==> src/inc/ptl_pkg.sv <==
// period timer with hardware limit: shared constants and types
// assumes a single 100 MHz system clock and active-low async reset
package ptl_pkg;

  // ----------------------------------------------------------------
  // widths and reset values
  // ----------------------------------------------------------------
  localparam int unsigned CNT_W   = 8;
  localparam int unsigned PRE_W   = 3;
  localparam int unsigned POST_W  = 5;
  localparam int unsigned MODE_W  = 5;
  localparam logic [7:0]  CNT_RST = 8'h00;
  localparam logic [7:0]  PER_RST = 8'hFF;
  localparam logic [4:0]  POST_RST = 5'h00;
  localparam logic [4:0]  MODE_RST = 5'h00;
  localparam logic [2:0]  PRE_RST  = 3'h0;

  // ----------------------------------------------------------------
  // mode field layout: [4:3] major mode, [2:0] option
  // ----------------------------------------------------------------
  localparam int unsigned MODE_MAJ_HI = 4;
  localparam int unsigned MODE_MAJ_LO = 3;
  localparam int unsigned MODE_OPT_HI = 2;

  typedef enum logic [1:0] {
    PTL_FREE = 2'h0,
    PTL_ONESHOT = 2'h1,
    PTL_MONO = 2'h2,
    PTL_RSVD = 2'h3
  } ptl_major_t;

  typedef enum logic [2:0] {
    PTL_OPT_SW    = 3'h0,  // software control only
    PTL_OPT_GATEH = 3'h1,  // counts while source high
    PTL_OPT_GATEL = 3'h2,  // counts while source low
    PTL_OPT_RISE  = 3'h3,  // reset on rising edge
    PTL_OPT_FALL  = 3'h4,  // reset on falling edge
    PTL_OPT_ANY   = 3'h5,  // reset on either edge
    PTL_OPT_LVLH  = 3'h6,  // held in reset while high
    PTL_OPT_LVLL  = 3'h7   // held in reset while low
  } ptl_opt_t;

  // far-side trigger spacing, in timer ticks
  localparam int unsigned EDGE_GAP_TICKS = 6;
  localparam int unsigned LVL_MIN_TICKS  = 3;

endpackage

==> src/rtl/ptl_timer.sv <==
// period timer with postscaler and external reset source handling
// assumes software strobes are same-domain; ext_src comes from pins
`timescale 1ns/1ns
module ptl_timer #(
  parameter int unsigned NUM_SRC = 4,
  parameter int unsigned SEL_W   = 2
) (
  input  wire logic                       clk_sys,
  input  wire logic                       rst_n,
  input  wire logic                       count_wr,
  input  wire logic [ptl_pkg::CNT_W-1:0]  count_wdata,
  input  wire logic                       period_wr,
  input  wire logic [ptl_pkg::CNT_W-1:0]  period_wdata,
  input  wire logic                       ctrl_wr,
  input  wire logic                       ctrl_on,
  input  wire logic [ptl_pkg::PRE_W-1:0]  ctrl_prescale,
  input  wire logic [ptl_pkg::POST_W-1:0] ctrl_postscale,
  input  wire logic                       hlt_wr,
  input  wire logic [ptl_pkg::MODE_W-1:0] hlt_mode,
  input  wire logic                       rst_sel_wr,
  input  wire logic [SEL_W-1:0]           rst_sel_wdata,
  input  wire logic [NUM_SRC-1:0]         ext_src,
  input  wire logic                       debug_freeze,
  output logic [ptl_pkg::CNT_W-1:0]       timer_count,
  output logic [ptl_pkg::CNT_W-1:0]       period_value,
  output logic                            timer_on_bit,
  output logic [ptl_pkg::PRE_W-1:0]       prescale_select,
  output logic [ptl_pkg::POST_W-1:0]      postscale_select,
  output logic [ptl_pkg::MODE_W-1:0]      hw_limit_mode,
  output logic [SEL_W-1:0]                reset_source_select,
  output logic                            timer_tick,
  output logic                            period_match,
  output logic                            postscaled_pulse
);
  import ptl_pkg::*;

  logic [CNT_W-1:0]   count_ff, period_ff;
  logic               on_ff, stopped_ff, pulse_ff;
  logic [PRE_W-1:0]   pre_sel_ff;
  logic [POST_W-1:0]  post_sel_ff, post_cnt_ff;
  logic [MODE_W-1:0]  mode_ff;
  logic [SEL_W-1:0]   src_sel_ff;
  logic [NUM_SRC-1:0] src_s1_ff, src_s2_ff;
  logic               src_lvl_ff, src_prev_ff, frz_d_ff;
  logic               tick, clr_scalers, running, match;
  logic               ext_rise, ext_fall, ext_edge_evt, ext_lvl_rst, ext_evt;
  logic               gate_ok, src_now;
  ptl_major_t         major;
  ptl_opt_t           opt;

  assign major = ptl_major_t'(mode_ff[MODE_MAJ_HI:MODE_MAJ_LO]);
  assign opt   = ptl_opt_t'(mode_ff[MODE_OPT_HI:0]);

  // ----------------------------------------------------------------
  // external source: sync, select, freeze
  // ----------------------------------------------------------------
  // two-flop synchroniser per source pin
  always_ff @(posedge clk_sys or negedge rst_n) begin
    if (!rst_n) begin
      src_s1_ff <= '0;
      src_s2_ff <= '0;
    end else begin
      src_s1_ff <= ext_src;
      src_s2_ff <= src_s1_ff;
    end
  end

  assign src_now = src_s2_ff[src_sel_ff];

  // selected level, held frozen while debugging
  always_ff @(posedge clk_sys or negedge rst_n) begin
    if (!rst_n) begin
      src_lvl_ff  <= 1'b0;
      src_prev_ff <= 1'b0;
      frz_d_ff    <= 1'b0;
    end else begin
      frz_d_ff <= debug_freeze;
      if (!debug_freeze) begin
        src_lvl_ff <= src_now;
      end
      // leaving freeze reloads both, so a change made while frozen fires no edge
      if (frz_d_ff && !debug_freeze) begin
        src_prev_ff <= src_now;
      end else begin
        src_prev_ff <= src_lvl_ff;
      end
    end
  end

  // trigger decode from the chosen option
  always_comb begin
    ext_rise     = src_lvl_ff && !src_prev_ff;
    ext_fall     = !src_lvl_ff && src_prev_ff;
    ext_edge_evt = 1'b0;
    ext_lvl_rst  = 1'b0;
    gate_ok      = 1'b1;
    case (opt)
      PTL_OPT_GATEH: gate_ok = src_lvl_ff;
      PTL_OPT_GATEL: gate_ok = !src_lvl_ff;
      PTL_OPT_RISE:  ext_edge_evt = ext_rise;
      PTL_OPT_FALL:  ext_edge_evt = ext_fall;
      PTL_OPT_ANY:   ext_edge_evt = ext_rise || ext_fall;
      PTL_OPT_LVLH:  ext_lvl_rst = src_lvl_ff;
      PTL_OPT_LVLL:  ext_lvl_rst = !src_lvl_ff;
      default:       gate_ok = 1'b1;
    endcase
  end
  assign ext_evt = (ext_edge_evt || ext_lvl_rst) && on_ff;

  // ----------------------------------------------------------------
  // prescaler and run condition
  // ----------------------------------------------------------------
  assign clr_scalers = count_wr || ctrl_wr || ext_evt;
  assign running     = on_ff && !stopped_ff && gate_ok && !ext_lvl_rst
                       && (major != PTL_RSVD);

  ptl_prescaler #(.DIV_W(8)) u_pre (
    .clk_sys (clk_sys),
    .rst_n   (rst_n),
    .clr     (clr_scalers),
    .sel     (pre_sel_ff),
    .tick    (tick)
  );

  assign match = tick && running && (count_ff == period_ff);

  // ----------------------------------------------------------------
  // configuration registers
  // ----------------------------------------------------------------
  always_ff @(posedge clk_sys or negedge rst_n) begin
    if (!rst_n) begin
      pre_sel_ff  <= PRE_RST;
      post_sel_ff <= POST_RST;
      mode_ff     <= MODE_RST;
      src_sel_ff  <= '0;
      period_ff   <= PER_RST;
    end else begin
      if (ctrl_wr) begin
        pre_sel_ff  <= ctrl_prescale;
        post_sel_ff <= ctrl_postscale;
      end
      if (hlt_wr) begin
        mode_ff <= hlt_mode;
      end
      if (rst_sel_wr) begin
        src_sel_ff <= rst_sel_wdata;
      end
      if (period_wr) begin
        period_ff <= period_wdata;
      end
    end
  end

  // on bit: software write beats the one-shot self clear
  always_ff @(posedge clk_sys or negedge rst_n) begin
    if (!rst_n) begin
      on_ff <= 1'b0;
    end else if (ctrl_wr) begin
      on_ff <= ctrl_on;
    end else if (match && major == PTL_ONESHOT) begin
      on_ff <= 1'b0;
    end
  end

  // monostable halt, released by an external event or restart
  always_ff @(posedge clk_sys or negedge rst_n) begin
    if (!rst_n) begin
      stopped_ff <= 1'b0;
    end else if (ext_evt || ctrl_wr) begin
      stopped_ff <= 1'b0;
    end else if (match && major == PTL_MONO) begin
      stopped_ff <= 1'b1;
    end
  end

  // ----------------------------------------------------------------
  // count register
  // ----------------------------------------------------------------
  always_ff @(posedge clk_sys or negedge rst_n) begin
    if (!rst_n) begin
      count_ff <= CNT_RST;
    end else if (count_wr) begin
      count_ff <= count_wdata;
    end else if (ext_evt) begin
      count_ff <= '0;
    end else if (match) begin
      count_ff <= '0;
    end else if (tick && running) begin
      count_ff <= count_ff + CNT_W'(1);
    end
  end

  // ----------------------------------------------------------------
  // postscaler and output pulse
  // ----------------------------------------------------------------
  always_ff @(posedge clk_sys or negedge rst_n) begin
    if (!rst_n) begin
      post_cnt_ff <= '0;
    end else if (clr_scalers) begin
      post_cnt_ff <= '0;
    end else if (match) begin
      if (post_cnt_ff == post_sel_ff) begin
        post_cnt_ff <= '0;
      end else begin
        post_cnt_ff <= post_cnt_ff + POST_W'(1);
      end
    end
  end

  // pulse lasts one tick period unless a count write, control write or external event clears it first
  always_ff @(posedge clk_sys or negedge rst_n) begin
    if (!rst_n) begin
      pulse_ff <= 1'b0;
    end else if (clr_scalers) begin
      pulse_ff <= 1'b0;
    end else if (tick) begin
      pulse_ff <= match && (post_cnt_ff == post_sel_ff) && !clr_scalers;
    end
  end

  // exported signals for converter, shutdown and pwm users
  assign timer_count         = count_ff;
  assign period_value        = period_ff;
  assign postscaled_pulse    = pulse_ff;
  assign timer_tick          = tick;
  assign period_match        = match;
  assign timer_on_bit        = on_ff;
  assign prescale_select     = pre_sel_ff;
  assign postscale_select    = post_sel_ff;
  assign hw_limit_mode       = mode_ff;
  assign reset_source_select = src_sel_ff;

  // ----------------------------------------------------------------
  // assertions
  // ----------------------------------------------------------------
  a_match_wraps: assert property (@(posedge clk_sys) disable iff (!rst_n)
    match && !count_wr |=> count_ff == '0)
    else $error("count did not return to zero after match");
  a_count_steps: assert property (@(posedge clk_sys) disable iff (!rst_n)
    tick && running && !match && !count_wr && !ext_evt
    |=> count_ff == $past(count_ff) + CNT_W'(1))
    else $error("count did not advance on tick");
  a_idle_holds: assert property (@(posedge clk_sys) disable iff (!rst_n)
    !tick && !count_wr && !ext_evt |=> $stable(count_ff))
    else $error("count moved without a tick");
  a_gate_stops: assert property (@(posedge clk_sys) disable iff (!rst_n)
    !gate_ok && !count_wr && !ext_evt |=> $stable(count_ff))
    else $error("count moved while gate inactive");
  a_ext_clears: assert property (@(posedge clk_sys) disable iff (!rst_n)
    ext_evt && !count_wr |=> count_ff == '0 && post_cnt_ff == '0)
    else $error("external event did not clear timer");
  a_ctrl_keeps: assert property (@(posedge clk_sys) disable iff (!rst_n)
    ctrl_wr && !count_wr && !ext_evt && !(tick && running)
    |=> $stable(count_ff) && post_cnt_ff == '0)
    else $error("control write disturbed count or kept postscaler");
  a_pulse_width: assert property (@(posedge clk_sys) disable iff (!rst_n)
    pulse_ff && !tick && !clr_scalers |=> pulse_ff)
    else $error("postscaled pulse ended before next tick");
  a_pulse_ends: assert property (@(posedge clk_sys) disable iff (!rst_n)
    pulse_ff && tick && !match |=> !pulse_ff)
    else $error("postscaled pulse outlasted one tick");
  a_oneshot_off: assert property (@(posedge clk_sys) disable iff (!rst_n)
    match && major == PTL_ONESHOT && !ctrl_wr |=> !on_ff ##1 $stable(count_ff))
    else $error("one-shot kept running after match");
  a_mono_stays: assert property (@(posedge clk_sys) disable iff (!rst_n)
    match && major == PTL_MONO && !ctrl_wr |=> on_ff && (stopped_ff || ext_evt))
    else $error("monostable did not hold after match");
  a_freeze_hold: assert property (@(posedge clk_sys) disable iff (!rst_n)
    debug_freeze && $past(debug_freeze) |-> $stable(src_lvl_ff))
    else $error("trigger changed during debug freeze");
endmodule

==> src/rtl/ptl_prescaler.sv <==
// programmable prescaler: divides clk_sys by 2^sel into a tick pulse
// assumes clr is a same-domain one-cycle or level request
`timescale 1ns/1ns
module ptl_prescaler #(
  parameter int unsigned DIV_W = 8
) (
  input  wire logic                    clk_sys,
  input  wire logic                    rst_n,
  input  wire logic                    clr,
  input  wire logic [ptl_pkg::PRE_W-1:0] sel,
  output logic                         tick
);
  import ptl_pkg::*;

  logic [DIV_W-1:0] div_ff;
  logic [DIV_W-1:0] lim;

  // terminal count for the chosen ratio
  assign lim  = DIV_W'((1 << sel) - 1);
  assign tick = (div_ff == lim) && !clr;

  // ----------------------------------------------------------------
  // divider counter
  // ----------------------------------------------------------------
  always_ff @(posedge clk_sys or negedge rst_n) begin
    if (!rst_n) begin
      div_ff <= '0;
    end else if (clr || tick) begin
      div_ff <= '0;
    end else begin
      div_ff <= div_ff + DIV_W'(1);
    end
  end
endmodule

==> config.mk <==
export PLATFORM = sky130hd
export DESIGN_NAME = ptl_timer
export DESIGN_NICKNAME = d
export VERILOG_FILES = /design/src/inc/ptl_pkg.sv /design/src/rtl/ptl_timer.sv /design/src/rtl/ptl_prescaler.sv
export SDC_FILE = /design/constraint.sdc
export NUM_CORES = 1
export LEC_CHECK = 0
export BUFFER_PORTS_ARGS = -buffer_cell sky130_fd_sc_hd__buf_2
export CAP_MARGIN = 10
export CORE_UTILIZATION = 58
export CTS_BUF_LIST = sky130_fd_sc_hd__clkbuf_8
export CTS_CLUSTER_SIZE = 28
export DETAILED_ROUTE_END_ITERATION = 16
export GPL_ROUTABILITY_DRIVEN = 1
export PLACE_DENSITY_LB_ADDON = 0.3
export REMOVE_ABC_BUFFERS = 1
export SYNTH_ARGS = -nofsm -noshare
export SYNTH_HDL_FRONTEND = slang
export SYNTH_SLANG_ARGS = --single-unit
==> constraint.sdc <==
create_clock -name clk_sys -period 7.5 [get_ports clk_sys]
set_input_delay 1.5 -clock clk_sys [delete_from_list [all_inputs] [get_ports clk_sys]]
set_output_delay 1.5 -clock clk_sys [all_outputs]
set_load 0.005 [all_outputs]
After elaboration in Yosys (flattened, before gate mapping)

Cells that the tools add are included.

$mul: 0
Shifts and indexed selects: 1
Add/subtract/negate cells: 4
Equal/unequal tests: 13
Mux-type cells: 20
Div/mod/pow operators: 0
Bitwise gates (word level): 0
Reduce and logical (&&, ||, !) cells: 32
Magnitude comparators: 1

Operator list:

| cell                                                        | count |
|---|---|
| two-way mux 8 bit                                           | 5 |
| adder 8 x 1 -> 8 bit (second input constant)                | 2 |
| equality test 8 bit                                         | 2 |
| logical AND 1 bit                                           | 15 |
| two-way mux 5 bit                                           | 3 |
| equality test 3 bit (second input constant)                 | 4 |
| two-way mux 1 bit                                           | 8 |
| nonzero test 2 bit                                          | 4 |
| left shift 1 x 3 -> 8 bit (first input constant)            | 1 |
| subtractor 8 x 2 -> 8 bit (second input constant)           | 1 |
| equality test 3 x 2 -> 1 bit (second input constant)        | 2 |
| zero test 1 bit                                             | 6 |
| logical OR 1 bit                                            | 6 |
| adder 5 x 1 -> 5 bit (second input constant)                | 1 |
| equality test 5 bit                                         | 1 |
| case mux 1 bit (2 select lines)                             | 2 |
| nonzero test 4 bit                                          | 1 |
| equality test 3 x 1 -> 1 bit (second input constant)        | 1 |
| less-than comparator 2 x 3 -> 1 bit (second input constant) | 1 |
| case mux 1 bit (3 select lines)                             | 1 |
| binary-select mux 1 bit (select 2 bit)                      | 1 |
| equality test 2 x 1 -> 1 bit (second input constant)        | 1 |
| equality test 2 bit (second input constant)                 | 1 |
| != test 2 bit (second input constant)                       | 1 |

Output and inout port bits: 35
Register bits after elaboration: 58
ROM bits: 0
Input port bits: 44
Memories kept: 0
RAM bits: 0
Bits in latches: 0
Word-level logic and storage cells: 87

Depth between registers and ports, before layout

Gate-level depths: netlist of the first run.

Word-level depth: 15
Gate-level depth with buffers: 10
Mapped depth without buffers: 9

Hierarchy

Synthesis of the first run repeated with hierarchy kept, for this count alone.

Cell total of the unflattened synthesis: 281
Area, all modules: 3083.0 µm²

Modules (own cells, without submodules):

| module        | cells an instance | area an instance (µm²) | instances |
|---|---|---|---|
| ptl_timer     | 217               | 2472.4                 | 1 |
| ptl_prescaler | 64                | 610.6                  | 1 |

Worst setup path after synthesis of the first run

Ideal clock, no wire load.

Path type: input to output
Start point: input count_wr
End point: output period_match
Arrival: 2170 ps
Stages on the path: 4
Required time: 6000 ps
Path buffers: 1
Path slack: 3830 ps
Cells stage by stage: nor3_1 > nand2b_1 > clkbuf_1 > nor2_1

Word-level cells in the longest chain between the ends: 6

Ends and longest elaborated chain:

| item                            | line                | RTL |
|---|---|---|
| start: declaration              | ptl_timer.sv:10     | `input wire logic count_wr,` |
| logical OR 1 bit (2 in series)  | ptl_timer.sv:113    | `assign clr_scalers = count_wr \|\| ctrl_wr \|\| ext_evt;` |
| zero test 1 bit                 | ptl_prescaler.sv:20 | `assign tick = (div_ff == lim) && !clr;` |
| logical AND 1 bit               | ptl_prescaler.sv:20 |  |
| logical AND 1 bit (2 in series) | ptl_timer.sv:125    | `assign match = tick && running && (count_ff == period_ff);` |
| end: declaration                | ptl_timer.sv:32     | `output logic period_match,` |

Every way passes these cells.

Final worst setup path of the first run

Start point: register src_lvl_ff
End point: output period_match

Word-level cells in the longest chain between the ends: 11
Elaborated cells between the ends (all ways): 18
Those cells by class: mux (3); reduce/logical (15)

Ends and longest elaborated chain:

| item                              | line                                               | RTL |
|---|---|---|
| start: declaration                | ptl_timer.sv:44                                    | `logic src_lvl_ff, src_prev_ff, frz_d_ff;` |
| start signal: assignment          | ptl_timer.sv:79                                    | `src_lvl_ff <= src_now;` |
| zero test 1 bit                   | ptl_timer.sv:93, ptl_timer.sv:99, ptl_timer.sv:104 |  |
| logical AND 1 bit                 | ptl_timer.sv:93                                    | `ext_fall = !src_lvl_ff && src_prev_ff;` |
| logical OR 1 bit                  | ptl_timer.sv:102                                   | `PTL_OPT_ANY: ext_edge_evt = ext_rise \|\| ext_fall;` |
| case mux 1 bit (3 select lines)   | ptl_timer.sv:97                                    | `case (opt)` |
| logical OR 1 bit                  | ptl_timer.sv:108                                   | `assign ext_evt = (ext_edge_evt \|\| ext_lvl_rst) && on_ff;` |
| logical AND 1 bit                 | ptl_timer.sv:108                                   |  |
| logical OR 1 bit                  | ptl_timer.sv:113                                   |  |
| zero test 1 bit                   | ptl_prescaler.sv:20                                |  |
| logical AND 1 bit                 | ptl_prescaler.sv:20                                |  |
| logical AND 1 bit * (2 in series) | ptl_timer.sv:125                                   |  |

Every way passes the cells marked *; elsewhere a longest branch is shown, timed or not.

==> results of run 1 <==
## cell usage after synthesis, types with 3 or more instances
| master | number | area share, % |
|---|---|---|
| or4_1 | 5 | 1.3 |
| and3_1 | 4 | 0.86 |
| ha_1 | 5 | 2.1 |
| a21oi_1 | 10 | 1.7 |
| nand3_1 | 16 | 2.7 |
| nor3_1 | 3 | 0.51 |
| a31oi_1 | 3 | 0.64 |
| xor2_1 | 8 | 2.4 |
| nor2b_1 | 8 | 1.7 |
| o21ai_0 | 13 | 2.2 |
| dfrtp_1 | 50 | 43 |
| nor2_1 | 24 | 3.1 |
| inv_1 | 9 | 1.2 |
| o211ai_1 | 3 | 0.77 |
| dfstp_2 | 8 | 7.2 |
| xnor2_1 | 14 | 4.2 |
| nand2_1 | 14 | 1.8 |
| mux2_2 | 23 | 8.9 |
| a32oi_1 | 4 | 1.2 |
| clkbuf_1 | 4 | 0.51 |
## cell usage in the layout (no fill, tap or decap), types with 3 or more instances in the layout
cell type / n
nor3_1: 3
inv_1: 9
mux2_2: 23
a32oi_1: 4
or4_1: 5
nand2_1: 14
clkbuf_8: 12
o211ai_1: 3
buf_2: 78
xnor2_1: 14
and3_1: 4
nor2_1: 24
dfrtp_1: 50
nand3_1: 16
a21oi_1: 10
nor2b_1: 8
dfstp_2: 8
xor2_1: 8
o21ai_0: 13
ha_1: 5
a31oi_1: 3
## routing by layer
metal / up-vias / wire (µm) / GRT usage [%]
met5: - / 0 / 0
met4: 0 / 93 / 12.0
met3: 12 / 287 / 5.80
met2: 81 / 3130 / 43.1
met1: 1154 / 2780 / 33.4
li1: 1140 / - / -
## per-stage QoR
stage | utilization [%] | area, µm² | cells | total power [W]
2_1_floorplan | - | 2860 | 260 | 0.000448
3_3_place_gp | 69.9 | 3340 | 407 | 0.000505
3_5_place_dp | 69.9 | 3340 | 407 | 0.000511
4_1_cts | 74.8 | 3580 | 423 | 0.000849
5_1_grt | 74.8 | 3580 | 423 | 0.000881
6_report | 74.8 | 3580 | 423 | 0.000842
## layout make-up
class                           instances  area, µm²
Clock inverter                          4       72.6
Multi-Input combinational cell        193       1360
Sequential cell                        58       1460
Inverter                                9       33.8
Tap cell                               67       83.8
Timing Repair Buffer                   80        405
Fill cell                             363       1200
Clock buffer                           12        165
## power by group
part           internal, W  switching, W
Clock             0.000214      0.000122
Combinational    0.0000681     0.0000614
Sequential        0.000342     0.0000348
Total             0.000624      0.000218
## registers in the layout, indices dropped and copies added, names as in the netlist
register,count
period_value,8
timer_on_bit,1
u_pre.div_ff,8
frz_d_ff,1
src_lvl_ff,1
postscaled_pulse,1
prescale_select,3
src_s2_ff,4
postscale_select,5
stopped_ff,1
post_cnt_ff,5
src_s1_ff,4
src_prev_ff,1
reset_source_select,2
hw_limit_mode,5
timer_count,8
## logic make-up after synthesis
group / after synthesis
AOI/OAI and AO/OA: 50
muxes: 25
buffers and inverters: 20
DFF: 58
adders and majority gates: 5
xor gates and xnor gates: 22
and+or+nand+nor: 91
## worst paths after layout
check | start | to | slack (ns)
setup / recovery | src_lvl_ff | period_match | 3.33
hold / removal | src_s1_ff[0] | src_s2_ff[0] | 0.35
setup reg to reg | prescale_select[1] | stopped_ff | 4.59
hold reg to reg | src_s1_ff[0] | src_s2_ff[0] | 0.35
max in group asynchronous | rst_n | src_lvl_ff | 5.71
min in group asynchronous | rst_n | u_pre.div_ff[1] | 1.31
==> key figures, run 1 <==
Run status
  – Status: completed

Power and ir drop
  – Power Density: 235 mW/mm²
  – Leakage: 1.60 nW
  – Peak VDD IR: between 0.0002 and 0.00025 V

Routing
  – # DRC: 0
  – First DRT Iteration DRCs: about 190
  – Number of vias per cell: 5.64
  – Via count: 2387
  – Drt wl/cell: 14.9 µm
  – First-pass DRT Iterations: 5
  – Post-Route WL: 6.30 mm
  – Routed Antenna Nets: 0

Clocking
  – Clk pin slew, worst setup/hold paths: approximately 0.070 ns
  – Cts hold-fix bufs: 0
  – H-tree depth: 3
  – TritonCTS clock tree: done
  – Clock latency at the later pin of the worst-skew pair: roughly 0.33 ns
  – Clock Tree Buf Depth: 2
  – Clock buffer count from CTS: 9
  – Clk Tree Root Cell: clkbuf_8
  – # resized after CTS: 0
  – # Post-CTS Setup Buffers: 0
  – Clock Sinks: 58

Timing
  – RSZ-0062 raised after global routing: false
  – Max-slew violation count: 0
  – Fin worst setup slack: roughly 3.3 ns
  – Final setup fails: 0
  – Worst Tran Pin Value: 0.810 ns
  – Fin crit share: approximately 56%
  – Slew HR: ~46%
  – Final Hold Viols: 0
  – Setup TNS Final: 0 ns
  – F_max: 240 MHz
  – Minimum clock period: 4.17 ns
  – Worst Skew: 0.00576 ns
  – WHS: 0.352 ns

Critical path
  – Critical Path RT: about 6.0 ns
  – Critical path startpoint category: flip-flop
  – Crit path max-delay family: compound AO/OA/AOI/OAI gates
  – Worst path slowest cell: a2111oi_0
  – R2R depth: 7
  – WP depth: 8
  – WS Path Type: flip-flop to output port
  – Crit path max fanout: 13
  – Worst Path Buf+Inv: 3
  – Setup crit end kind: output port
  – CP cell instances: inv_1, ha_1, a2111oi_0, nor3_1, buf_4, nand2b_1, nor2_1, buf_2
  – Max incr delay on CP: roughly 0.71 ns
  – Arrival time worst endpoint: 2.67 ns

Die
  – Area of the core: 0.00479 mm²
  – Starting Density: 61.0%
  – # IOs: 79
  – # rows: 25
  – Die area: 0.00532 mm²
  – Die Y: 73.0 µm
  – Die Wd: approximately 73 µm

Synth
  – Adder-cell area share of the yosys netlist: 2.14%
  – Mapped Area: 0.00292 mm²
  – Synth Area in Compound Gates: 11.3%
  – Mean Syn Cell Area: about 11 µm²
  – Synth warn: 0
  – Post-synthesis async set-or-reset flop share: between 90% and 100%
  – Post-Synth XOR/XNOR Area: 6.60%
  – Cells after Synth: around 270
  – Primary FF master, synth: dfrtp_1
  – Netlist cell types: 51
  – Largest family of logic cells by synthesized area: simple AND/OR/NAND/NOR gates
  – Seq/Total Area, Yosys: 50.0%
  – Synth Register Bits: 58
  – Mux cell area share after synthesis: 9.98%
  – Post-synth EDFFs: 0
  – Post-synthesis simple-gate area fraction: roughly 17%

Global route
  – Initial antenna violation count: 0
  – First-pass GRT wire length: between 10 and 15 mm
  – Vias in the first global route: around 2400
  – Overall routing resource usage: 26.3%
  – Largest net degree at the start of global routing: 59
  – GR Overflow Total: 0

Cells and area
  – Diodes inserted: 0
  – Area Growth Syn to Fin: 22.6%
  – Nets: 400
  – Share of layout cells above drive strength 1: between 30% and 40%

Placement
  – DP Worst Slack: around 3.4 ns
  – Dpl hpwl: 4.42 mm
  – Final GP Congestion: between 0.7 and 0.8
  – I/O Buffers: between 70 and 80

Worst hold path
  – Hold WC Path Type: flip-flop to flip-flop
  – Cell count of the worst hold path: 0

Job
  – Number of max-cap violations: 0
Power figures use the tool's default switching activity.
==> run 2, diff against run 1 <==
--- a/config.mk
+++ b/config.mk
@@ -7,7 +7,7 @@
 export LEC_CHECK = 0
 export BUFFER_PORTS_ARGS = -buffer_cell sky130_fd_sc_hd__buf_2
 export CAP_MARGIN = 10
-export CORE_UTILIZATION = 58
+export CORE_UTILIZATION = 49
 export CTS_BUF_LIST = sky130_fd_sc_hd__clkbuf_8
 export CTS_CLUSTER_SIZE = 28
 export DETAILED_ROUTE_END_ITERATION = 16
==> constraint.sdc (replaced) <==
create_clock -name clk_sys -period 3.41 [get_ports clk_sys]
set_input_delay 0.682 -clock clk_sys [delete_from_list [all_inputs] [get_ports clk_sys]]
set_output_delay 0.682 -clock clk_sys [all_outputs]
set_load 0.005 [all_outputs]
==> key figures, run 2 (same netlist as run 1, synthesis figures left out) <==
Routing
  – Drt wl/cell: 14.9 µm
  – Via count: between 2000 and 2500
  – Highest routed metal layer: met4
  – Metal3 WL: a little over 300 µm
  – # DRC: 0
  – WL met2: 3.08 mm
  – Routed Antenna Nets: 0
  – Post-Route WL: 6.41 mm
  – First DRT Iteration DRCs: approximately 100
  – First-pass DRT Iterations: 4
  – Met1 wire length: around 2.9 mm
  – Number of vias per cell: around 5.5

Power and ir drop
  – Leakage: 1.59 nW
  – Peak VDD IR: 0.000244 V
  – Power Density: 477 mW/mm²

Die
  – Area of the core: 0.00564 mm²
  – # IOs: 79
  – Die Y: 79.2 µm
  – Die Wd: 79.2 µm
  – Die area: 0.00628 mm²
  – # rows: 27
  – Starting Density: 51.8%

Critical path
  – Critical path startpoint category: flip-flop
  – Setup slack, reg-to-reg: roughly 0.61 ns
  – Setup crit end kind: output port
  – Critical Path RT: 2.73 ns
  – Arrival time worst endpoint: 2.49 ns
  – Crit path max fanout: 9
  – R2R depth: 7
  – WS Path Type: flip-flop to output port
  – R2R Path Start: prescale_select[1]
  – R2R Path End: timer_count[3]

Placement
  – Final GP Congestion: 0.796
  – Post-Place Cells: 414
  – Dpl hpwl: 4.69 mm
  – I/O Buffers: 78

Timing
  – Final Hold Viols: 0
  – RSZ-0062 raised after global routing: false
  – Setup TNS Final: 0 ns
  – Final setup fails: 0
  – WHS: 0.344 ns
  – Slew HR: 38.2%
  – Fin crit share: 93.2%
  – Worst Tran Pin Value: 0.927 ns
  – Worst Skew: ~0.0037 ns
  – F_max: 315 MHz
  – Max-slew violation count: 0
  – Minimum clock period: 3.18 ns

Global route
  – Overall routing resource usage: 22.2%
  – GR Overflow Total: 0
  – First-pass GRT wire length: 10.5 mm
  – Largest net degree at the start of global routing: 44
  – Vias in the first global route: about 2300
  – Initial antenna violation count: 0

Job
  – Number of max-cap violations: 0

Cells and area
  – Nets: 402
  – Diodes inserted: 0
  – Most common cell after layout, fill and taps aside: buf_2
  – Finished Layout Cells: 430
  – Util after Layout: between 60% and 70%
  – Most frequent cells in the layout: 78 x buf_2, 50 x dfrtp_1, 24 x nor2_1, 23 x mux2_2, 16 x nand3_1
  – Area Growth Syn to Fin: 21.5%
  – Share of layout cells above drive strength 1: 36.9%

Run status
  – Status: completed

Worst hold path
  – Hold Path End: src_s2_ff[2]
  – Hold WC Path Type: flip-flop to flip-flop
  – Cell count of the worst hold path: 0
  – Hold Path Origin: src_s1_ff[2]

Clocking
  – Clk Tree Root Cell: clkbuf_8
  – # Post-CTS Setup Buffers: 0
  – Clk pin slew, worst setup/hold paths: 0.06 ns
  – Clock latency at the later pin of the worst-skew pair: 0.33 ns
  – Clock Tree Buf Depth: 2
  – Clock Sinks: 58
  – # resized after CTS: 0
  – H-tree depth: 3
  – TritonCTS clock tree: done
  – Cts hold-fix bufs: 0
  – Clock buffer count from CTS: 9
## run 2: power by group
group	switching, W	total (W)	internal (W)
registers	0.0000758	0.000829	0.000753
logic	0.000137	0.000288	0.000151
clock network	0.000259	0.000575	0.000315
## run 2: per-layer routing
metal  global-route usage (%)  vias to the layer above
met2                     36.3                       74
met4                     10.7                        0
met3                     5.63                       15
met1                     27.2                     1136
li1                         -                     1143
met5                        0                        -
## run 2: final cells by class
class | count | area, µm²
Clock buffer | 12 | 165
Clock inverter | 4 | 17.5
Fill cell | 493 | 2090
Inverter | 9 | 33.8
Multi-Input combinational cell | 193 | 1360
Sequential cell | 58 | 1460
Tap cell | 72 | 90.1
Timing Repair Buffer | 82 | 420
## run 2: per-stage QoR
step                setup slack (ns)  area (µm²)  power [W]
floorplan                      0.459        2860   0.000985
global placement               0.595        3370    0.00112
detailed placement             0.493        3370    0.00113
CTS                           0.0819        3550    0.00171
global route                  0.0273        3550    0.00178
finish                         0.233        3550    0.00169
## run 2: worst max-delay path by stage
stage / start / to / slack [ns] / cells past startpoint
global route: src_lvl_ff / period_match / 0.03 / 7
finish: src_lvl_ff / period_match / 0.23 / 7
CTS: src_lvl_ff / period_match / 0.08 / 7
floorplan: src_lvl_ff / timer_count[3] / 0.46 / 8
global placement: src_lvl_ff / period_match / 0.60 / 7
detailed placement: src_lvl_ff / period_match / 0.49 / 7
## run 2: worst max-delay path, stage by stage (launching register included)
cell and delay [ns]:
dfrtp_1 0.41, inv_1 0.10, ha_1 0.30, a2111oi_1 0.61, nor3_1 0.19, nand2b_1 0.32
nor2_1 0.09, buf_2 0.14
